[src/hw/acc_pkg.sv]
package acc_pkg;

  // ****************************************************************
  // Register map and control fields
  // ****************************************************************
  localparam logic [7:0] CTRL_ADDR       = 8'he8;
  localparam logic [7:0] CTRL_RESET      = 8'h00;
  localparam int         BIT_ENABLE      = 7;
  localparam int         BIT_TRACK_MODE  = 6;
  localparam int         BIT_DONE        = 5;
  localparam int         BIT_BUSY        = 4;
  localparam int         BIT_WINDOW      = 3;
  localparam int         SRC_MSB         = 2;
  localparam int         SRC_LSB         = 0;

  // ****************************************************************
  // Start-of-conversion source codes
  // ****************************************************************
  localparam logic [2:0] SRC_SOFTWARE    = 3'h0;
  localparam logic [2:0] SRC_TIMER_ZERO  = 3'h1;
  localparam logic [2:0] SRC_TIMER_A     = 3'h2;
  localparam logic [2:0] SRC_TIMER_B     = 3'h3;
  localparam logic [2:0] SRC_EXT_EDGE    = 3'h4;
  localparam logic [2:0] SRC_TIMER_C     = 3'h5;

  // ****************************************************************
  // Converter geometry and timing
  // ****************************************************************
  localparam int         RESULT_W        = 10;
  localparam int         DIV_W           = 5;
  localparam logic [1:0] DELAY_TICKS     = 2'h3;
  localparam logic [3:0] TOP_BIT         = 4'h9;
  localparam logic [DIV_W-1:0] DIV_RESET = 5'h00;

  // Special function register access from the core
  typedef struct packed {
    logic [7:0] addr;
    logic       rd;
    logic       wr;
    logic [7:0] wdata;
    logic       bit_wr;
    logic [2:0] bit_sel;
    logic       bit_val;
  } acc_sfr_req_t;

  // Overflow pulses of the on-chip timers
  typedef struct packed {
    logic timer_zero;
    logic timer_a;
    logic timer_b;
    logic timer_c;
  } acc_timer_ovf_t;

  // Window limits, right-justified words
  typedef struct packed {
    logic [RESULT_W-1:0] greater;
    logic [RESULT_W-1:0] less;
  } acc_window_t;

  typedef enum logic [1:0] {
    ACC_IDLE,
    ACC_DELAY,
    ACC_CONV
  } acc_state_t;

endpackage

[src/hw/acc_ctrl.sv]
`timescale 1ns/1ps
// Overview of operation
// Enable bit low gives shutdown; high lets the converter accept starts.
// Normal track mode tracks continuously while enabled, except mid-conversion.
// Normal track mode converts at once on the start event.
// Delayed track mode tracks three extra conversion clocks before converting.
// Completion flag is set whenever a conversion finishes.
// Completion flag holds until software clears it.
// Busy bit reads one during a conversion, zero otherwise; the code also reads one through the ACC_DELAY tracking wait.
// Writing one to busy starts a conversion only with source 000; zero ignored.
// Window flag is set when a window match occurs; sticky until cleared.
// Source 001 starts on timer zero overflow.
// Sources 010, 011, 101 use other timers; 100 uses external rising edge.
// Control register sits at address 0xE8 with single-bit set and clear.
// Software avoids reserved source codes 110 and 111.
// Busy clears in the cycle the done flag sets and result updates.
// Window detector checks each result against limits, inside or outside.
// Conversion clock period is divider field plus one system clocks.
module acc_ctrl (
  input  wire logic                         mclk,
  input  wire logic                         rst_b,
  input  wire acc_pkg::acc_sfr_req_t        sfr_req,
  output      logic [7:0]                   sfr_rdata,
  input  wire acc_pkg::acc_timer_ovf_t      timer_ovf,
  input  wire logic                         ext_start_pin,
  input  wire logic [acc_pkg::DIV_W-1:0]    conversion_clock_divider,
  input  wire acc_pkg::acc_window_t         window_limits,
  input  wire logic                         sar_cmp,
  output      logic [acc_pkg::RESULT_W-1:0] dac_code,
  output      logic                         conv_power_on,
  output      logic                         conv_track,
  output      logic [acc_pkg::RESULT_W-1:0] result,
  output      logic                         result_strobe
);
  import acc_pkg::*;

  // ****************************************************************
  // Functions
  // ****************************************************************

  // Inside window when less > greater, otherwise outside window
  function automatic logic window_hit(input logic [RESULT_W-1:0] word,
                                      input acc_window_t lim);
    logic in_win;
    in_win = (word > lim.greater) && (word < lim.less);
    if (lim.less > lim.greater) begin
      window_hit = in_win;
    end else begin
      window_hit = (word < lim.less) || (word > lim.greater);
    end
  endfunction

  // ****************************************************************
  // State
  // ****************************************************************
  logic                converter_enable_bit;
  logic                track_mode_select;
  logic                conversion_done_flag;
  logic                window_match_flag;
  logic [2:0]          start_source_select;
  acc_state_t          state;
  logic [DIV_W-1:0]    div_cnt;
  logic [1:0]          delay_cnt;
  logic [3:0]          bit_pos;
  logic                pin_meta;
  logic                pin_sync;
  logic                pin_last;

  logic                next_converter_enable_bit;
  logic                next_track_mode_select;
  logic                next_conversion_done_flag;
  logic                next_window_match_flag;
  logic [2:0]          next_start_source_select;
  acc_state_t          next_state;
  logic [DIV_W-1:0]    next_div_cnt;
  logic [1:0]          next_delay_cnt;
  logic [3:0]          next_bit_pos;
  logic [RESULT_W-1:0] next_dac_code;
  logic [RESULT_W-1:0] next_result;
  logic                next_result_strobe;
  logic [7:0]          next_sfr_rdata;

  logic                ctrl_hit;
  logic [7:0]          wr_mask;
  logic [7:0]          wr_value;
  logic [7:0]          ctrl_byte;
  logic                sw_start;
  logic                trigger;
  logic                start_ev;
  logic                sar_tick;
  logic                conv_finish;
  logic [RESULT_W-1:0] final_code;

  // ****************************************************************
  // External start pin synchroniser
  // ****************************************************************
  always_ff @(posedge mclk or negedge rst_b) begin
    if (!rst_b) begin
      pin_meta <= 1'b0;
      pin_sync <= 1'b0;
      pin_last <= 1'b0;
    end else begin
      pin_meta <= ext_start_pin;
      pin_sync <= pin_meta;
      pin_last <= pin_sync;
    end
  end

  // ****************************************************************
  // Register access decode
  // ****************************************************************

  // Byte writes touch all bits, bit writes touch one
  always_comb begin
    ctrl_hit = (sfr_req.addr == CTRL_ADDR);
    wr_mask  = 8'h00;
    wr_value = sfr_req.wdata;
    if (ctrl_hit && sfr_req.wr) begin
      wr_mask = 8'hff;
    end else if (ctrl_hit && sfr_req.bit_wr) begin
      wr_mask  = 8'h01 << sfr_req.bit_sel;
      wr_value = {8{sfr_req.bit_val}};
    end
  end

  // Control byte as software sees it
  always_comb begin
    ctrl_byte = CTRL_RESET;
    ctrl_byte[BIT_ENABLE]       = converter_enable_bit;
    ctrl_byte[BIT_TRACK_MODE]   = track_mode_select;
    ctrl_byte[BIT_DONE]         = conversion_done_flag;
    ctrl_byte[BIT_BUSY]         = (state != ACC_IDLE);
    ctrl_byte[BIT_WINDOW]       = window_match_flag;
    ctrl_byte[SRC_MSB:SRC_LSB]  = start_source_select;
  end

  // ****************************************************************
  // Start-of-conversion selection
  // ****************************************************************
  always_comb begin
    sw_start = wr_mask[BIT_BUSY] && wr_value[BIT_BUSY];
    unique case (start_source_select)
      SRC_SOFTWARE:   trigger = sw_start;
      SRC_TIMER_ZERO: trigger = timer_ovf.timer_zero;
      SRC_TIMER_A:    trigger = timer_ovf.timer_a;
      SRC_TIMER_B:    trigger = timer_ovf.timer_b;
      SRC_EXT_EDGE:   trigger = pin_sync && !pin_last;
      SRC_TIMER_C:    trigger = timer_ovf.timer_c;
      default:        trigger = 1'b0;
    endcase
    start_ev = trigger && converter_enable_bit && (state == ACC_IDLE);
  end

  // ****************************************************************
  // Conversion clock divider
  // ****************************************************************

  // Restarts on each start so every period is whole
  always_comb begin
    sar_tick     = (div_cnt == conversion_clock_divider);
    next_div_cnt = div_cnt + 5'h01;
    if (!converter_enable_bit || start_ev || sar_tick) begin
      next_div_cnt = DIV_RESET;
    end
  end

  always_ff @(posedge mclk or negedge rst_b) begin
    if (!rst_b) begin
      div_cnt <= DIV_RESET;
    end else begin
      div_cnt <= next_div_cnt;
    end
  end

  // ****************************************************************
  // Sequencer and successive approximation
  // ****************************************************************
  always_comb begin
    next_state         = state;
    next_delay_cnt     = delay_cnt;
    next_bit_pos       = bit_pos;
    next_dac_code      = dac_code;
    next_result        = result;
    next_result_strobe = 1'b0;
    conv_finish        = 1'b0;
    final_code         = dac_code;
    final_code[bit_pos] = sar_cmp;
    unique case (state)
      ACC_IDLE: begin
        if (start_ev && track_mode_select) begin
          next_state     = ACC_DELAY;
          next_delay_cnt = 2'h1;
        end else if (start_ev) begin
          next_state    = ACC_CONV;
          next_bit_pos  = TOP_BIT;
          next_dac_code = 10'h200;
        end
      end
      ACC_DELAY: begin
        if (sar_tick && delay_cnt == DELAY_TICKS) begin
          next_state    = ACC_CONV;
          next_bit_pos  = TOP_BIT;
          next_dac_code = 10'h200;
        end else if (sar_tick) begin
          next_delay_cnt = delay_cnt + 2'h1;
        end
      end
      ACC_CONV: begin
        if (sar_tick && bit_pos == 4'h0) begin
          next_state         = ACC_IDLE;
          next_result        = final_code;
          next_result_strobe = 1'b1;
          next_dac_code      = final_code;
          conv_finish        = 1'b1;
        end else if (sar_tick) begin
          next_bit_pos  = bit_pos - 4'h1;
          next_dac_code = final_code | (10'h001 << (bit_pos - 4'h1));
        end
      end
    endcase
    if (!converter_enable_bit) begin
      next_state = ACC_IDLE;
    end
  end

  always_ff @(posedge mclk or negedge rst_b) begin
    if (!rst_b) begin
      state         <= ACC_IDLE;
      delay_cnt     <= 2'h0;
      bit_pos       <= 4'h0;
      dac_code      <= 10'h000;
      result        <= 10'h000;
      result_strobe <= 1'b0;
    end else begin
      state         <= next_state;
      delay_cnt     <= next_delay_cnt;
      bit_pos       <= next_bit_pos;
      dac_code      <= next_dac_code;
      result        <= next_result;
      result_strobe <= next_result_strobe;
    end
  end

  // ****************************************************************
  // Control register
  // ****************************************************************

  // Hardware set wins over a software clear
  always_comb begin
    next_converter_enable_bit = converter_enable_bit;
    next_track_mode_select    = track_mode_select;
    next_start_source_select  = start_source_select;
    next_conversion_done_flag = conversion_done_flag;
    next_window_match_flag    = window_match_flag;
    if (wr_mask[BIT_ENABLE]) begin
      next_converter_enable_bit = wr_value[BIT_ENABLE];
    end
    if (wr_mask[BIT_TRACK_MODE]) begin
      next_track_mode_select = wr_value[BIT_TRACK_MODE];
    end
    for (int i = SRC_LSB; i <= SRC_MSB; i++) begin
      if (wr_mask[i]) begin
        next_start_source_select[i] = wr_value[i];
      end
    end
    if (wr_mask[BIT_DONE]) begin
      next_conversion_done_flag = wr_value[BIT_DONE];
    end
    if (wr_mask[BIT_WINDOW]) begin
      next_window_match_flag = wr_value[BIT_WINDOW];
    end
    if (conv_finish) begin
      next_conversion_done_flag = 1'b1;
    end
    if (conv_finish && window_hit(final_code, window_limits)) begin
      next_window_match_flag = 1'b1;
    end
    next_sfr_rdata = 8'h00;
    if (ctrl_hit && sfr_req.rd) begin
      next_sfr_rdata = ctrl_byte;
    end
  end

  always_ff @(posedge mclk or negedge rst_b) begin
    if (!rst_b) begin
      converter_enable_bit <= CTRL_RESET[BIT_ENABLE];
      track_mode_select    <= CTRL_RESET[BIT_TRACK_MODE];
      conversion_done_flag <= CTRL_RESET[BIT_DONE];
      window_match_flag    <= CTRL_RESET[BIT_WINDOW];
      start_source_select  <= CTRL_RESET[SRC_MSB:SRC_LSB];
      sfr_rdata            <= 8'h00;
    end else begin
      converter_enable_bit <= next_converter_enable_bit;
      track_mode_select    <= next_track_mode_select;
      conversion_done_flag <= next_conversion_done_flag;
      window_match_flag    <= next_window_match_flag;
      start_source_select  <= next_start_source_select;
      sfr_rdata            <= next_sfr_rdata;
    end
  end

  // ****************************************************************
  // Analog control outputs
  // ****************************************************************
  assign conv_power_on = converter_enable_bit;
  assign conv_track    = converter_enable_bit && (state != ACC_CONV);

endmodule

[config.mk]
export PLATFORM = sky130hd
export DESIGN_NAME = acc_ctrl
export DESIGN_NICKNAME = d
export VERILOG_FILES = /design/src/hw/acc_pkg.sv /design/src/hw/acc_ctrl.sv
export SDC_FILE = /design/constraint.sdc
export NUM_CORES = 1
export LEC_CHECK = 0
export BUFFER_PORTS_ARGS = -buffer_cell sky130_fd_sc_hd__buf_2
export CORE_MARGIN = 4
export CORE_UTILIZATION = 35
export CTS_CLUSTER_SIZE = 24
export DETAILED_ROUTE_END_ITERATION = 8
export GPL_ROUTABILITY_DRIVEN = 1
export PLACE_DENSITY_LB_ADDON = 0.05
export RECOVER_POWER = 50
export SLEW_MARGIN = 20
export SYNTH_ARGS = -nofsm -noshare
export SYNTH_HDL_FRONTEND = slang
export SYNTH_SLANG_ARGS = --single-unit
[constraint.sdc]
create_clock -name mclk -period 3.12 [get_ports mclk]
set_clock_uncertainty 0.05 [all_clocks]
set_input_delay 0.312 -clock mclk [delete_from_list [all_inputs] [get_ports mclk]]
set_output_delay 0.312 -clock mclk [all_outputs]
set_load 0.01 [all_outputs]
Yosys cells after proc, flatten, opt, wreduce, memory -nomap -nowiden
Index checks and enable logic that the tools add are counted.
Operators by class
  order comparisons: 5
  $add $sub $neg: 3
  muxes and demuxes: 39
  bitwise operators: 1
  eq/ne operators: 23
  reductions and logical operators: 31
  shift-type cells: 2
Operators by type and width (count)
  $mux 10: 5
  $mux 8: 5
  $pmux 10 s3: 1
  $gt 10x10->1: 2
  $mux 4: 5
  $mux 2: 8
  $ne 2x2->1 const B: 8
  $logic_and 1x1->1: 14
  $pmux 4 s3: 1
  $bwmux 10: 1
  $lt 10x10->1: 1
  $or 10x10->10: 1
  $shl 1x4->10 const A: 1
  $ne 3x3->1 const B: 3
  $eq 8x8->1 const B: 1
  $mux 1: 8
  $reduce_and 4->1: 2
  $reduce_bool 2->1: 4
  $shl 1x3->8 const A: 1
  $eq 3x2->1 const B: 2
  $eq 3x3->1 const B: 2
  $pmux 1 s6: 1
  $pmux 2 s3: 1
  $add 5x1->5 const B: 1
  21 further kinds: 25
Storage, ports and cells
  bits of input ports: 56
  word-level logic and storage cells: 122
  output and inout bits: 31
  register bits after elaboration: 52

Depth between registers and ports, before layout
  depth after elaboration: 12
  mapped depth: 12
  gate-level depth less buffers: 12

Worst setup path after synthesis
No wires, ideal clock.
  path type: flip-flop to flip-flop
  start: register bit_pos[0]
  end: register window_match_flag
  clock period less this slack: 2.556 ns
  data required time: 2.938 ns
  stages on the path, launching flop included: 12
  arrival: 2.374 ns
  setup time: 0.132 ns
  path slack: 0.564 ns
  cells stage by stage: dfrtp_1 > inv_1 > ha_1 > or3b_2 > mux2i_1 > ha_1 > inv_1 > a21oi_1 > nor3_1 > o41ai_1 > maj3_1 > o21ai_0
On the way
  cells in the longest elaborated chain, start to end: 10
RTL lines
  start, declared: line acc_ctrl.sv:64  | logic [3:0] bit_pos;
  start signal, assigned: line acc_ctrl.sv:237  | bit_pos <= next_bit_pos;
  $lt 4x5->1 (not written as such) or $ge 4x1->1 (tied branches): line acc_ctrl.sv:187  | final_code[bit_pos] = sar_cmp;
  $logic_and 1x1->1 (not written as such): line acc_ctrl.sv:187
  $mux 1 (not written as such): line acc_ctrl.sv:187
  $demux 1 s4: line acc_ctrl.sv:187
  $bwmux 10: line acc_ctrl.sv:187
  $lt 10x10->1 or $gt 10x10->1 (tied branches): line acc_ctrl.sv:45, acc_ctrl.sv:49
  $logic_or 1x1->1 or $logic_and 1x1->1 (tied branches): line acc_ctrl.sv:49, acc_ctrl.sv:45
  $mux 1: line acc_ctrl.sv:46  | if (lim.less > lim.greater) begin
  $logic_and 1x1->1 (*): line acc_ctrl.sv:275  | if (conv_finish && window_hit(final_code, window_limits)) begin
  $mux 1 or $reduce_bool 2->1 (tied branches)
  end signal, assigned: line acc_ctrl.sv:289  | window_match_flag <= CTRL_RESET[BIT_WINDOW];
  end signal, assigned: line acc_ctrl.sv:296  | window_match_flag <= next_window_match_flag;
  end, declared: line acc_ctrl.sv:59  | logic window_match_flag;
Every way passes the cells marked *; elsewhere a longest branch is shown, timed or not.
A chain may end at the register's enable or synchronous reset.

Worst setup path in the final report
  start: register bit_pos[2]
  end: register window_match_flag
On the way
  cells in the longest elaborated chain, start to end: 10
RTL lines
  $lt 4x5->1 (not written as such) or $ge 4x1->1 (tied branches): line acc_ctrl.sv:187
  $logic_and 1x1->1 (not written as such): line acc_ctrl.sv:187
  $mux 1 (not written as such): line acc_ctrl.sv:187
  $demux 1 s4 (*): line acc_ctrl.sv:187
  $bwmux 10 (*): line acc_ctrl.sv:187
  net final_code[4]: line acc_ctrl.sv:92  | logic [RESULT_W-1:0] final_code;
  $lt 10x10->1 or $gt 10x10->1 (tied branches): line acc_ctrl.sv:45, acc_ctrl.sv:49
  $logic_or 1x1->1 or $logic_and 1x1->1 (tied branches): line acc_ctrl.sv:49, acc_ctrl.sv:45
  $mux 1 (*): line acc_ctrl.sv:46
  $logic_and 1x1->1 (*): line acc_ctrl.sv:275
  $mux 1 or $reduce_bool 2->1 (tied branches)
The timed path passes the listed nets; every way through them passes the cells marked *.

==> flow_summary.yaml <==
drt:
  wire_per_inst_um: 15.5
  drt_first_iter_violations: 89
  wl_met1_mm: 4.51
  vias_per_cell: 5.06
  totalWireLength_mm: 9.46
  dr.pass1.iters: 4
  top_layer_used_by_detailed_routing: "met4"
  drt_drc_violations_left: 0
  ant_nets: 0
  num_vias: 3084
  met2_length_mm: 4.39
  met3RoutedLength_um: 453
layout:
  layout.core_utilization_pct: 43.3
  n_antenna_cell: 0
  num-nets-final: 571
  layout_common_cells: "56 x sky130_fd_sc_hd__buf_2, 51 x sky130_fd_sc_hd__dfrtp_1, 39 x sky130_fd_sc_hd__ha_1, 35 x sky130_fd_sc_hd__inv_1"
  design_area_mm2: 0.00431
  most_frequent_standard_cell_in_the_layout_excluding_fill_and_tap_cells: "sky130_fd_sc_hd__buf_2"
  p_r_area_growth_vs_syn_pct: 18.3
  post_layout_nonfiller_instances: 609
  drive_above_1_share_pct: 22.3
floorplanning:
  die_height_um: 110
  num_io_pins: 87
  die_x_um: 110
  coreArea_mm2: 0.00995
  number_of_rows_in_the_core_area: 36
  die_area_mm2: 0.0121
  initial_utilization_pct: 36.6
critical_path:
  timing.rr.start: "bit_pos[2]"
  endpoint_required_time_on_the_critical_path_ns: 3.30
  timing.critical_path.to: "window_match_flag"
  critical_path.endpoint_type: "flip-flop"
  r2r.worst_path.cells: 10
  crit_fanout: 6
  critPathArrivalTime_ns: 3.02
  startpoint_type: "flip-flop"
  regToRegSetupSlack_ns: 0.29
  timing_worst_setup_path_type: "flip-flop to flip-flop"
  reg2reg_to: "window_match_flag"
  launching_instance_or_port_of_the_critical_path: "bit_pos[2]"
placed_design:
  hpwlAfterDp_mm: 7.56
  place.port_buffers: 86
  gp_congestion: 0.862
  dpl_cell_area_mm2: 0.00423
  numPlacedInstances: 600
global_route:
  gr-total-overflow: 0
  initial_antenna_violation_count: 0
  grt_usage_pct: 16.4
  number_of_global_route_vias_before_repair: 3082
  pin_count_of_the_biggest_net_entering_global_routing: 31
  grt_pass1_wl_mm: 15.6
timing:
  final_min_period_over_clock_period_pct: 90.9
  max_freq_mhz: 353
  setup_tns_final_ns: 0
  worst_slew_pin_slew_ns: 1.36
  relSlewSlack_pct: 9.25
  setup-violations-final: 0
  final_max_slew_viol_count: 0
  final_period_minus_worst_setup_slack_ns: 2.83
  rsz_0062_raised_after_global_routing: "no"
  report.final.hold_viol_count: 0
synth:
  async_flop_share_pct: 100
  mappedNetlistNets: 479
  yosys_register_bits: 52
  synth.yosys.seq_area_share_pct: 35.7
  synth_compound_area_share_pct: 17.4
  main_combinational_cell_family_by_area_after_synthesis: "compound AO/OA/AOI/OAI gates"
  syn_warnings: 0
  synth-edff-count: 0
  syn_area_mm2: 0.00364
  synth_unique_cells: 60
  simple_logic_cell_fraction_of_the_synthesized_area_pct: 15.7
  muxShareOfSynthArea_pct: 9.55
  yosys.area_share.adder_pct: 14.0
  synth-xor-area-share_pct: 2.16
  dominantRegCellSynth: "sky130_fd_sc_hd__dfrtp_1"
  netlist_instances: 383
  post_synth.cell_area_avg_um2: 9.51
pwr:
  vdd_ir_drop_max_uv: 187
  pwr_density_cell_mw_per_mm2: 317
  power.total_mw: 1.37
  leakagePower_nw: 2.13
clock_tree:
  htree_levels: 2
  cts_tree: "built"
  max_root_sink_buffers: 2
  number_of_buffers_inserted_to_repair_setup_after_cts: 0
  latest_clock_arrival_within_the_worst_skew_pair_ns: 0.30
  clk_pin_slew_ns: 0.10
  cts-buffers-inserted: 5
  cts-root-buf: "sky130_fd_sc_hd__clkbuf_8"
  cts.sink_count: 52
worst_hold_path:
  holdCritPathClass: "input port to flip-flop"
outcome:
  status: "complete, no violations"
flow_run:
  max_cap_violations: 0
[flip-flops by register name (all words and copies together) (netlist names), 2 cells and up]
name / cells
state: 2
div_cnt: 5
sfr_rdata: 8
delay_cnt: 2
start_source_select: 3
bit_pos: 4
result: 10
dac_code: 10
[how the worst min path moves through the flow]
stage                     slack, ns    endpoint           from  depth (start not counted)
after detailed placement       0.29    pin_sync       pin_meta                          0
after global routing           0.03    pin_meta  ext_start_pin                          1
after CTS                      0.04    pin_meta  ext_start_pin                          1
after floorplan               -0.03  bit_pos[0]          rst_b                          0
after global placement         0.29    pin_sync       pin_meta                          0
final                          0.06    pin_meta  ext_start_pin                          1
[worst max-delay path: stages (launching register included)]
cell and delay (ns):
sky130_fd_sc_hd__dfrtp_1 0.46, sky130_fd_sc_hd__nor2b_1 0.42, sky130_fd_sc_hd__nand2_1 0.12, sky130_fd_sc_hd__mux2_2 0.33, sky130_fd_sc_hd__ha_1 0.31, sky130_fd_sc_hd__a21oi_1 0.14
sky130_fd_sc_hd__a21boi_0 0.08, sky130_fd_sc_hd__o21ai_0 0.20, sky130_fd_sc_hd__a31oi_1 0.11, sky130_fd_sc_hd__maj3_1 0.38, sky130_fd_sc_hd__o21ai_0 0.14
[metrics by stage]
stage                     setup slack [ns]  hold slack, ns
after CTS                            0.216          0.0374
after detailed placement             0.208           0.287
after floorplan                      0.564         -0.0336
after global placement               0.341           0.287
final                                0.285          0.0562
after global routing               0.00361          0.0323
[cells in the mapped netlist, drive strengths merged, types with 6 or more instances]
cell type  count  share of area, %
mux2          23               7.6
nand3         15               2.1
nand2b         7               1.2
mux2i          7               1.9
dfrtp         52                36
nand2         32               3.3
ha            40                14
nor2          28               2.9
o31ai          7               1.4
inv           36               3.7
o21ai         24               3.3
nor3           6              0.82
xnor2          7               1.7
a21oi         19               2.7
and3           7               1.2
[cell families (layout without fill, tap and decap cells)]
family                     Yosys count  count (layout)
AOI/OAI and AO/OA                   90              90
adders and majority gates           41              41
DFF                                 52              52
muxes                               30              30
and+or+nand+nor                    116             116
buffers and inverters               45             138
xor gates and xnor gates             9               9
[where the power goes]
part	internal [mW]	leakage (nW)	switching, mW
logic	0.0849	1.39	0.102
clock network	0.243	0.0558	0.230
registers	0.690	0.688	0.0164
total	1.02	2.13	0.349
[per-layer routing]
| metal | vias up | track usage (%) |
|---|---|---|
| met1 | 1429 | 22.2 |
| met4 | 0 | 3.38 |
| li1 | 1562 | - |
| met5 | - | 0 |
| met2 | 84 | 27.9 |
| met3 | 9 | 2.56 |
[area by class of cell]
type                    instances  area [um2]
inverters                      36         135
fillers                      1033        5650
clock inverters                 2        38.8
flip-flops and latches         52        1300
well taps                     133         166
multi-input cells             286        2140
clock buffers                   6        72.6
repair buffers                 94         452
[timing repair]
action,4_1_cts,5_1_grt
gates resized for setup,0,3
hold buffers,1,0
setup endpoints to repair,0,1
hold endpoints to repair,22,0
Note: power is estimated with default switching activity, not from simulation.
